===== config.mk =====
export PLATFORM = sky130hd
export DESIGN_NAME = sdf_filter
export DESIGN_NICKNAME = d
export VERILOG_FILES = /design/src/sdf_pkg.sv /design/src/sdf_filter.sv /design/src/sdf_sinc5.sv
export SDC_FILE = /design/constraint.sdc
export NUM_CORES = 1
export LEC_CHECK = 0
export BUFFER_PORTS_ARGS = -buffer_cell sky130_fd_sc_hd__buf_2
export CAP_MARGIN = 15
export CORE_MARGIN = 5
export CORE_UTILIZATION = 54
export CTS_CLUSTER_DIAMETER = 100
export CTS_CLUSTER_SIZE = 8
export DETAILED_ROUTE_END_ITERATION = 6
export GPL_TIMING_DRIVEN = 0
export PLACE_DENSITY_LB_ADDON = 0.3
export SLEW_MARGIN = 20
export SYNTH_ARGS = -nofsm -noshare
export SYNTH_HDL_FRONTEND = slang
export SYNTH_SLANG_ARGS = --single-unit
export TNS_END_PERCENT = 100

===== constraint.sdc =====
create_clock -name clk_sys -period 13 [get_ports clk_sys]
set_clock_uncertainty 0.05 [all_clocks]
set_input_delay 2.6 -clock clk_sys [delete_from_list [all_inputs] [get_ports clk_sys]]
set_output_delay 2.6 -clock clk_sys [all_outputs]
set_load 0.05 [all_outputs]

===== src/sdf_pkg.sv =====
// Package for the two-stage decimation filter.
// Assumes one system clock standing in for the converter master clock.
package sdf_pkg;

    // ****************************************************************
    // Register map
    // ****************************************************************
    localparam logic [3:0] ADDR_RATE     = 4'h0;   // data_rate_select
    localparam logic [3:0] ADDR_STATUS   = 4'h1;   // Status word
    localparam logic [3:0] ADDR_DATA     = 4'h2;   // Last result
    localparam logic [3:0] ADDR_COUNT    = 4'h3;   // Active average count
    localparam logic [7:0] RATE_RESET    = 8'hf0;  // Fastest rate after reset

    // ****************************************************************
    // Timing and widths
    // ****************************************************************
    localparam int         MOD_DIV       = 4;      // Clocks per modulator sample
    localparam int         DEC_RATIO     = 64;     // Sinc5 decimation
    localparam int         SINC_ORDER    = 5;
    localparam int         ACC_W         = 31;     // 1 + 5*log2(64)
    localparam int         AVG_W         = 14;     // Holds 12000
    localparam int         SUM_W         = 45;     // ACC_W + AVG_W
    localparam int         SETTLE_OUT    = 5;      // Sinc5 outputs to settle
    localparam logic [1:0] MOD_LAST      = 2'h3;
    localparam logic [5:0] DEC_LAST      = 6'h3f;
    localparam logic [2:0] SETTLE_LAST   = 3'h4;

    // Result handed to the serial side
    typedef struct packed {
        logic              valid;
        logic [SUM_W-1:0]  sum;
        logic [AVG_W-1:0]  count;
    } sdf_result_t;

    // Register bus request
    typedef struct packed {
        logic        wr;
        logic        rd;
        logic [3:0]  addr;
        logic [31:0] wdata;
    } sdf_bus_t;

endpackage


===== src/sdf_filter.sv =====
// Two-stage decimation filter: sinc5 by 64 followed by a programmable
// averager. Assumes the modulator bit is synchronous to clk_sys and that
// the serial side reads results through the register port.

// ****************************************************************
// Filter top
// ****************************************************************
// Functional notes
// - Take one modulator sample every four clocks
// - First stage is sinc5, decimate 64
// - Sinc stage result every 256 clocks
// - Averager sums count of sinc results
// - Low-rate codes map to large counts
// - High-rate codes map; F0h bypasses averager
// - Output rate is clock/(256*count)
// - Response is sinc5 times sinc1
// - Notches at data rate and multiples
// - Larger count narrows bandwidth
// - Bandwidth follows from count and clock
// - Ready stays high until settled result
// - Response repeats at modulator rate
module sdf_filter
(
    input  wire logic                  clk_sys,            // 100 MHz clock
    input  wire logic                  rst_n,              // Async reset, active low
    input  wire logic                  clk_en,             // Freezes all state
    input  wire logic                  sync_req,           // Synchronise pulse
    input  wire logic                  mod_bit,            // Modulator bitstream
    input  wire logic [3:0]            reg_addr,           // Register address
    input  wire logic [31:0]           reg_wdata,          // Write data
    input  wire logic                  reg_wr,             // Write strobe
    input  wire logic                  reg_rd,             // Read strobe
    output logic      [31:0]           reg_rdata,          // Read data, next cycle
    output logic                       conversion_ready_n, // Low when data ready
    output sdf_pkg::sdf_result_t       result              // Result to serial side
);

    // ****************************************************************
    // Declarations
    // ****************************************************************
    logic [7:0]                 data_rate_select_q;       // Rate code register
    logic [7:0]                 data_rate_select_d;
    logic [1:0]                 mod_cnt_q;                // Modulator phase
    logic [1:0]                 mod_cnt_d;
    logic                       mod_stb;                  // Sample strobe
    logic                       sinc_stb;                 // Sinc5 result strobe
    logic [sdf_pkg::ACC_W-1:0]  sinc_data;
    logic                       restart;                  // Sync or rate change
    logic [sdf_pkg::AVG_W-1:0]  avg_cnt_q;                // Results summed so far
    logic [sdf_pkg::AVG_W-1:0]  avg_cnt_d;
    logic [sdf_pkg::SUM_W-1:0]  acc_q;                    // Running sum
    logic [sdf_pkg::SUM_W-1:0]  acc_d;
    logic [2:0]                 settle_q;                 // Sinc5 warm-up count
    logic [2:0]                 settle_d;
    logic                       ready_n_q;
    logic                       ready_n_d;
    sdf_pkg::sdf_result_t       res_q;
    sdf_pkg::sdf_result_t       res_d;
    logic [31:0]                rdata_q;
    logic [31:0]                rdata_d;
    logic [sdf_pkg::AVG_W-1:0]  num_ave;                  // Count for current code
    logic                       wr_rate;

    // Average count for a rate code; unlisted codes fall back to bypass
    function automatic logic [sdf_pkg::AVG_W-1:0] rate_to_count(input logic [7:0] rate_code);
        logic [sdf_pkg::AVG_W-1:0] n;
        n = 14'h0001;
        unique case (rate_code)
            8'h03: n = 14'h2ee0;   // 12000
            8'h13: n = 14'h1770;   // 6000
            8'h23: n = 14'h0bb8;   // 3000
            8'h33: n = 14'h07d0;   // 2000
            8'h43: n = 14'h04b0;   // 1200
            8'h53: n = 14'h03e8;   // 1000
            8'h63: n = 14'h0258;   // 600
            8'h72: n = 14'h01f4;   // 500
            8'h82: n = 14'h012c;   // 300
            8'h92: n = 14'h003c;   // 60
            8'ha1: n = 14'h001e;   // 30
            8'hb0: n = 14'h000f;   // 15
            8'hc0: n = 14'h0008;   // 8
            8'hd0: n = 14'h0004;   // 4
            8'he0: n = 14'h0002;   // 2
            default: n = 14'h0001; // F0h and anything unlisted
        endcase
        return n;
    endfunction

    // ****************************************************************
    // Rate register
    // ****************************************************************
    assign wr_rate = reg_wr && (reg_addr == sdf_pkg::ADDR_RATE);

    // Next rate code; bits above 8 ignored
    always_comb
    begin
        data_rate_select_d = data_rate_select_q;
        if (wr_rate)
            data_rate_select_d = reg_wdata[7:0];
    end

    assign num_ave = rate_to_count(data_rate_select_q);

    // any write of a new code restarts the averager
    assign restart = sync_req || (wr_rate && (reg_wdata[7:0] != data_rate_select_q));

    // ****************************************************************
    // Modulator timing
    // ****************************************************************
    // strobe every fourth clock
    always_comb
    begin
        mod_cnt_d = mod_cnt_q + 2'h1;
        if (sync_req)
            mod_cnt_d = '0;
    end
    assign mod_stb = (mod_cnt_q == sdf_pkg::MOD_LAST);

    // images at modulator rate are inherent to decimation
    sdf_sinc5 u_sinc5
    (
        .clk_sys  (clk_sys),
        .rst_n    (rst_n),
        .clk_en   (clk_en),
        .restart  (sync_req),
        .mod_stb  (mod_stb),
        .mod_bit  (mod_bit),
        .out_stb  (sinc_stb),
        .out_data (sinc_data)
    );

    // ****************************************************************
    // Averager and ready flag
    // ****************************************************************
    // A sinc result landing with a restart is dropped: it mixes old data
    always_comb
    begin
        avg_cnt_d       = avg_cnt_q;
        acc_d           = acc_q;
        settle_d        = settle_q;
        ready_n_d       = ready_n_q;
        res_d           = res_q;
        res_d.valid     = 1'b0;
        if (restart)
        begin
            avg_cnt_d = '0;
            acc_d     = '0;
            if (sync_req)
            begin
                settle_d  = '0;
                ready_n_d = 1'b1;
            end
        end
        else if (sinc_stb)
        begin
            if (settle_q != sdf_pkg::SETTLE_LAST)
                // Sinc5 needs five outputs before its history is full
                settle_d = settle_q + 3'h1;
            else if (avg_cnt_q + 14'h0001 == num_ave)
            begin
                res_d.sum   = acc_q + {{(sdf_pkg::SUM_W-sdf_pkg::ACC_W){1'b0}}, sinc_data};
                res_d.count = num_ave;
                res_d.valid = 1'b1;
                ready_n_d   = 1'b0;
                avg_cnt_d   = '0;
                acc_d       = '0;
            end
            else
            begin
                // boxcar sum after sinc5 gives the product response
                // boxcar of count places notches at data rate
                // bandwidth set by count and clock alone
                acc_d     = acc_q + {{(sdf_pkg::SUM_W-sdf_pkg::ACC_W){1'b0}}, sinc_data};
                avg_cnt_d = avg_cnt_q + 14'h0001;
            end
        end
    end

    // ****************************************************************
    // Read path
    // ****************************************************************
    // Unmapped addresses read zero
    always_comb
    begin
        rdata_d = '0;
        if (reg_rd)
        begin
            unique case (reg_addr)
                sdf_pkg::ADDR_RATE:   rdata_d = {24'h000000, data_rate_select_q};
                sdf_pkg::ADDR_STATUS: rdata_d = {29'h00000000, settle_q != sdf_pkg::SETTLE_LAST,
                                                 restart, ready_n_q};
                sdf_pkg::ADDR_DATA:   rdata_d = res_q.sum[sdf_pkg::SUM_W-1 -: 32];
                sdf_pkg::ADDR_COUNT:  rdata_d = {18'h00000, num_ave};
                default:              rdata_d = '0;
            endcase
        end
    end

    // ****************************************************************
    // Registers
    // ****************************************************************
    always_ff @(posedge clk_sys or negedge rst_n)
    begin
        if (!rst_n)
        begin
            data_rate_select_q <= sdf_pkg::RATE_RESET;
            mod_cnt_q          <= '0;
            avg_cnt_q          <= '0;
            acc_q              <= '0;
            settle_q           <= '0;
            ready_n_q          <= 1'b1;
            res_q              <= '0;
            rdata_q            <= '0;
        end
        else if (clk_en)
        begin
            data_rate_select_q <= data_rate_select_d;
            mod_cnt_q          <= mod_cnt_d;
            avg_cnt_q          <= avg_cnt_d;
            acc_q              <= acc_d;
            settle_q           <= settle_d;
            ready_n_q          <= ready_n_d;
            res_q              <= res_d;
            rdata_q            <= rdata_d;
        end
    end

    assign reg_rdata          = rdata_q;
    assign conversion_ready_n = ready_n_q;
    assign result             = res_q;

    // ****************************************************************
    // Checks
    // ****************************************************************
    // strobes four clocks apart
    a_mod_strobe_spacing: assert property (@(posedge clk_sys) disable iff (!rst_n)
        (mod_stb && clk_en && !sync_req) ##1 clk_en [*3] |-> !mod_stb)
        else $error("modulator strobe spacing wrong");

    // sinc output never back to back
    a_sinc_gap: assert property (@(posedge clk_sys) disable iff (!rst_n)
        sinc_stb |=> !sinc_stb)
        else $error("sinc5 strobes too close");

    a_sync_ready_high: assert property (@(posedge clk_sys) disable iff (!rst_n)
        (sync_req && clk_en) |=> conversion_ready_n)
        else $error("ready not cleared by sync");

    a_rate_restart: assert property (@(posedge clk_sys) disable iff (!rst_n)
        (restart && clk_en) |=> (avg_cnt_q == '0 && acc_q == '0))
        else $error("averager not restarted");

    a_result_count: assert property (@(posedge clk_sys) disable iff (!rst_n)
        result.valid |-> result.count == num_ave)
        else $error("result count mismatch");

    // result only after a sinc strobe
    a_result_cause: assert property (@(posedge clk_sys) disable iff (!rst_n)
        result.valid |-> $past(sinc_stb))
        else $error("result without sinc output");

    a_bypass_count: assert property (@(posedge clk_sys) disable iff (!rst_n)
        data_rate_select_q == 8'hf0 |-> num_ave == 14'h0001)
        else $error("bypass count wrong");

    a_slow_count: assert property (@(posedge clk_sys) disable iff (!rst_n)
        data_rate_select_q == 8'h03 |-> num_ave == 14'h2ee0)
        else $error("slow count wrong");

    // ready only falls together with a result
    a_ready_fall_cause: assert property (@(posedge clk_sys) disable iff (!rst_n)
        $fell(conversion_ready_n) |-> result.valid)
        else $error("ready fell without a result");

    // no result while the sinc5 history is filling
    a_settled_result: assert property (@(posedge clk_sys) disable iff (!rst_n)
        result.valid |-> settle_q == sdf_pkg::SETTLE_LAST)
        else $error("result during warm-up");

    c_result_out:  cover property (@(posedge clk_sys) result.valid);
    c_sync_seen:   cover property (@(posedge clk_sys) sync_req ##1 conversion_ready_n);
    c_rate_change: cover property (@(posedge clk_sys) wr_rate && restart);

endmodule


===== src/sdf_sinc5.sv =====
// Fixed fifth-order sinc decimator, ratio 64, one-bit input stream.
// Assumes sample strobes arrive every four clocks from the parent.
module sdf_sinc5
(
    input  wire logic                        clk_sys,     // System clock
    input  wire logic                        rst_n,       // Async reset
    input  wire logic                        clk_en,      // Freeze when low
    input  wire logic                        restart,     // Clear filter state
    input  wire logic                        mod_stb,     // Modulator sample strobe
    input  wire logic                        mod_bit,     // Modulator bit
    output logic                             out_stb,     // Decimated result strobe
    output logic [sdf_pkg::ACC_W-1:0]        out_data     // Decimated result
);

    // ****************************************************************
    // Integrators and combs
    // ****************************************************************
    // Modular arithmetic: wrap in integrators is undone by the combs
    logic [sdf_pkg::ACC_W-1:0] integ_q [sdf_pkg::SINC_ORDER];
    logic [sdf_pkg::ACC_W-1:0] integ_d [sdf_pkg::SINC_ORDER];
    logic [sdf_pkg::ACC_W-1:0] comb_q  [sdf_pkg::SINC_ORDER];
    logic [sdf_pkg::ACC_W-1:0] comb_d  [sdf_pkg::SINC_ORDER];
    logic [5:0]                dec_q;                       // Decimation phase
    logic [5:0]                dec_d;
    logic                      stb_q;                        // Output strobe
    logic                      stb_d;
    logic [sdf_pkg::ACC_W-1:0] out_q;
    logic [sdf_pkg::ACC_W-1:0] out_d;
    logic [sdf_pkg::ACC_W-1:0] x;                            // Comb chain value

    // Next-state for the whole sinc5 pipeline
    always_comb
    begin
        integ_d = integ_q;
        comb_d  = comb_q;
        dec_d   = dec_q;
        stb_d   = 1'b0;
        out_d   = out_q;
        x       = '0;
        if (restart)
        begin
            // Restart clears all history; a result registered just before it still goes out
            for (int i = 0; i < sdf_pkg::SINC_ORDER; i++)
            begin
                integ_d[i] = '0;
                comb_d[i]  = '0;
            end
            dec_d = '0;
        end
        else if (mod_stb)
        begin
            integ_d[0] = integ_q[0] + {{(sdf_pkg::ACC_W-1){1'b0}}, mod_bit};
            for (int i = 1; i < sdf_pkg::SINC_ORDER; i++)
                integ_d[i] = integ_q[i] + integ_d[i-1];
            dec_d = dec_q + 6'h01;
            // combs run once per 64 samples
            if (dec_q == sdf_pkg::DEC_LAST)
            begin
                x = integ_d[sdf_pkg::SINC_ORDER-1];
                for (int i = 0; i < sdf_pkg::SINC_ORDER; i++)
                begin
                    comb_d[i] = x;
                    x         = x - comb_q[i];
                end
                out_d = x;
                stb_d = 1'b1;
            end
        end
    end

    // Registers only
    always_ff @(posedge clk_sys or negedge rst_n)
    begin
        if (!rst_n)
        begin
            for (int i = 0; i < sdf_pkg::SINC_ORDER; i++)
            begin
                integ_q[i] <= '0;
                comb_q[i]  <= '0;
            end
            dec_q <= '0;
            stb_q <= 1'b0;
            out_q <= '0;
        end
        else if (clk_en)
        begin
            integ_q <= integ_d;
            comb_q  <= comb_d;
            dec_q   <= dec_d;
            stb_q   <= stb_d;
            out_q   <= out_d;
        end
    end

    assign out_stb  = stb_q & clk_en;
    assign out_data = out_q;

endmodule


# Word-level counts from Yosys, hierarchy flattened
# Cells that the tools add are included.
# totals
output_inout_bits,93
register_bits,513
in_bits,43
# classes
mux,35
n_reduce_logical,17
eq_ne,25
bitwise_logic,4
n_addsub,15
# op_table
cell,n
$mux W155,5
$mux W60,4
$pmux W14 S15,1
$mux W45,4
$sub A31 B31 Y31,5
$pmux W32 S4,1
$add A31 B31 Y31,4
$eq A8 B8 Y1 const B,7
$mux W14,4
$add A45 B31 Y45,1
$eq A8 B7 Y1 const B,4
$mux W32,1
$add A31 B1 Y31,1
$eq A8 B6 Y1 const B,2
$add A14 B1 Y14 const B,1
$eq A14 B14 Y1,1
$mux W3,4
$mux W6,2
$reduce_and A5 Y1,2
$reduce_bool A2 Y1,5
$eq A4 B2 Y1 const B,2
$eq A8 B2 Y1 const B,1
$eq A8 B5 Y1 const B,1
$mux W1,8
18 further kinds,25

# Logic depth before layout (Yosys ltp)
# logic_depth
depth_word,12
ltp_mapped,73
ltp_nobuf,72

# Hierarchy
# A second synthesis with hierarchy kept.
# unflattened
cells_unflattened,3877
area_unflattened_um2,36291.1
# by_module_without_submodules
mod,seq_area_each_um2,area_each_um2,cells_per_inst,n_inst
sdf_sinc5,8708.4,26386.6,2919,1
sdf_filter,4135.2,9904.5,958,1

# Worst setup path before layout
# Ideal clock, no wire load.
# synth_path
kind,input to register
startpoint,input port mod_bit
endpoint,register u_sinc5.out_q (netlist bit u_sinc5.out_data[30])
stages,68
setup_time_ps,129
t_arrival_ps,14740
setup_slack_ps,-1919
path_buffers,1
cell_sequence,ha_1 > ha_1 > nand3_1 > nor2_1 > and3_1 > clkbuf_1 > nand3_1 > xnor2_1 > ha_1 > or3_1 > a2111oi_0 > nor2_1 > xor2_1 > ha_1 > nand2_1 > nor2_1 > o211a_1 > or3_1 > [32 not listed] > a41o_1 > a21oi_1 > mux2i_1 > nand2_1 > ha_1 > or3_1 > o21ai_0 > a21oi_1 > a21oi_1 > xnor2_1 > ha_1 > or3_1 > o21ai_0 > a31oi_1 > xnor2_1 > xnor2_1 > xnor2_1 > o21ai_1
# synth_via
elab_chain_cells,10
# synth_lines
item,line,rtl
"start, declared",sdf_filter.sv:28,"input wire logic mod_bit,"
$add A31 B1 Y31,sdf_sinc5.sv:52,"integ_d[0] = integ_q[0] + {{(sdf_pkg::ACC_W-1){1'b0}}, mod_bit};"
$add A31 B31 Y31 (4 in a row),sdf_sinc5.sv:54,integ_d[i] = integ_q[i] + integ_d[i-1];
$sub A31 B31 Y31 (5 in a row),sdf_sinc5.sv:63,x = x - comb_q[i];
"end signal, assigned",sdf_sinc5.sv:91,out_q <= out_d;
"end, declared",sdf_sinc5.sv:27,logic [sdf_pkg::ACC_W-1:0] out_q;
# No other way between the ends.
# A chain may end at the register's enable or synchronous reset.

# Worst setup path in the final report
# Ends and elaborated chain as after synthesis.

==> results_dict.tcl <==
set metrics [dict create \
    place_inst 4746 \
    drive_gt1_share_pct 22.7 \
    cts_tree "done" \
    layoutNonFillerInstCount 5059 \
    die_w_um 266 \
    num_io_pins 136 \
    track_usage_pct 25.6 \
    grt_pass1_vias 29240 \
    status "complete, but fails checks" \
    clockBufferDepth 3 \
    coreArea_um2 64600 \
    cp-start-kind "input pin" \
    wl_per_cell_um 20.3 \
    cts_hold_buf 0 \
    setup_viol 21 \
    area_growth_pct 24.7 \
    finalNetCount 4562 \
    syn_inst 3775 \
    cts_made_buffers 74 \
    synthDistinctLibCells 95 \
    first_iter_violations 2530 \
    synth_edf_count 0 \
    numPortBuffers 111 \
    synth.net_count 4157 \
    finalSetupTns_ps -16200 \
    r2r_start "u_sinc5.integ_q[127]" \
    ant_nets 0 \
    rsz0062_at_grt "true" \
    die_h_um 266 \
    dpl.hpwl_mm 65.9 \
    vias 31080 \
    ys_seq_area_share_pct 36.4 \
    fp.dieArea_um2 70600 \
    worst-path-max-fanout 6 \
    pre_cts_ws_ps -3030 \
    htree_levels 3 \
    syn_avg_cell_area_um2 9.35 \
    synthFlopType "dfrtp_1" \
    grt_antenna_before_repair 0 \
    netlist_area_um2 35300 \
    maxSlewHeadroom_pct 22.8 \
    crit_path_start "mod_bit" \
    max_cap_violations 0 \
    hold_viol_final 0 \
    fmax_mhz 67.3 \
    dr.pass1.iters 5 \
    failed_checks "setup timing" \
    hold_class "register to register" \
    criticalPathCategory "input pin to register" \
    cts_root_buffer "clkbuf_16" \
    worstPathArrival_ps 15270 \
    async_reset_ff_share_pct 100 \
    start_util_pct 54.6 \
    max_stage_delay_ps 450 \
    fin_ws_ps -1850 \
    slew_violations 0 \
    clock_latency_ps 620 \
    fp-row-count 93 \
    crit_required_ps 13420 \
    overflow 0 \
    post-route-min-period_ps 14850 \
    drt_wl_total_mm 103 \
    synth_seq_cells 513 \
    clk_pin_slew_worst_paths_ps 50 \
    endpoint_kind "register" \
    min_from "mod_cnt_q[0]" \
    worst_pin_slew_ps 1160 \
    period_share_pct 114 \
    viasPerCell 6.14 \
    drc 0 \
    grt_max_degree 102 \
    grt_pass1_wl_mm 152 \
    ys.warnings.count 0 \
    clock_sinks 513 \
    critPathSlowestCell "or3_4" \
    gp_congestion 0.907 \
]
-- synth_stat cells (10+ instances only) --
cell type / number / area share [%]
o21a_1: 45 / 0.96
a22o_1: 309 / 7.7
nor3_1: 35 / 0.50
a21oi_1: 240 / 3.4
mux2i_1: 16 / 0.45
or3_1: 19 / 0.34
nand3_1: 70 / 0.99
and3_1: 37 / 0.66
nand2b_1: 43 / 0.76
dfrtp_1: 508 / 36
o22ai_1: 17 / 0.30
o21bai_1: 54 / 1.1
nor2b_1: 35 / 0.62
nand4_1: 31 / 0.55
a21boi_0: 13 / 0.28
a211oi_1: 23 / 0.49
inv_1: 288 / 3.1
nor4_1: 11 / 0.20
clkbuf_1: 115 / 1.2
fa_1: 10 / 0.57
or2_2: 15 / 0.27
a31oi_1: 31 / 0.55
and2_1: 20 / 0.35
xor2_1: 134 / 3.3
o31ai_1: 22 / 0.47
o21ai_0: 271 / 3.8
xnor2_1: 208 / 5.2
mux2_2: 51 / 1.6
ha_1: 329 / 12
nor2_1: 179 / 1.9
a21o_1: 129 / 2.7
nand2_1: 287 / 3.1
-- critical path: cells and delay by family --
family | cells | cell delay, ps
AO/OA/AOI/OAI | 27 | 4610
XOR/XNOR | 10 | 1950
adder cells (fa/ha/maj) | 11 | 3000
buffers and inverters | 2 | 230
multiplexers | 1 | 250
AND/OR/NAND/NOR | 16 | 2600
-- path summary, 6_finish.rpt --
kind                       cells after the start              endpoint  slack, ps
setup reg to reg                              64  u_sinc5.out_data[30]       -260
hold / removal                                 1          mod_cnt_q[0]        440
hold reg to reg                                1          mod_cnt_q[0]        440
setup / recovery                              67  u_sinc5.out_data[30]      -1850
min in group asynchronous                      1              acc_q[5]       1950
max in group asynchronous                      3  u_sinc5.integ_q[149]       9530
-- what timing repair did --
item                                    in CTS  in global routing
resized for setup                          232                288
endpoints found under the setup margin      30                 29
pin swaps                                  133                161
setup buffers                              120                 97
-- metal layers --
metal	GRT usage, %	part of all wire (%)	up-vias
met5	0	0	-
met4	10.1	4.5	0
met3	3.38	5.6	288
met2	42.1	48	1121
met1	34.8	42	15231
li1	-	-	14440
-- layout by cell type, fill, tap and decap left out, types with 22 or more instances in the layout --
cell type,synthesis,layout
nand2b_1,43,42
a21o_1,129,129
o21ai_1,5,32
inv_1,288,283
clkbuf_16,0,76
a21oi_1,240,160
mux2_2,51,51
buf_4,0,194
nor2b_1,35,31
o21ai_0,271,224
o21a_1,45,44
nand2_1,287,275
xnor2_1,208,141
nand4_1,31,31
buf_2,7,116
buf_6,0,22
xor2_2,0,25
o21bai_1,54,50
xnor2_2,1,60
a22o_1,309,309
and3_1,37,29
nor2_1,179,161
ha_1,329,247
nor3_1,35,27
clkbuf_1,115,129
nand3_1,70,58
a21oi_2,4,75
xor2_1,134,101
dfrtp_1,508,508
ha_4,0,61
-- registers in the layout, summed over array words and instances, names as in the netlist, 2 cells and up --
name	count
acc_q	45
avg_cnt_q	14
data_rate_select_q	8
mod_cnt_q	2
reg_rdata	32
result	60
settle_q	3
u_sinc5.comb_q	155
u_sinc5.dec_q	6
u_sinc5.integ_q	155
u_sinc5.out_data	31
-- cells by family (layout without fill, tap and decap cells) --
logic type,Yosys count,in the layout,share of synthesized area (%)
compound gates,1269,1269,24.9
simple gates,819,819,11.1
flops,513,513,36.4
buf+inv,420,848,4.50
xor+xnor,346,346,8.75
fa+ha+maj,339,339,12.2
mux,69,69,2.18
other cells,0,1,0
-- final cells by class --
class                      instances  area (um2)
fill                            4563       20600
clock buffer                      93        1970
sequential                       513       12800
multi-input combinational       2842       24100
buffer                           130         509
inverter                         288        1080
clock inverter                     6        71.3
timing repair buffer             331        2400
antenna                            1        2.50
tap                              855        1070
-- through the flow --
step           cell area (um2)  hold WS (ps)  utilization (%)
3_3_place_gp             37200           412             57.6
3_5_place_dp             37400           422             57.9
5_1_grt                  44000           446             68.2
2_1_floorplan            35600           399                -
4_1_cts                  41700           433             64.6
6_report                 44000           436             68.2
Power is not shown: default switching activity piles up to over one toggle a cycle in this logic, so the estimate is an artifact.
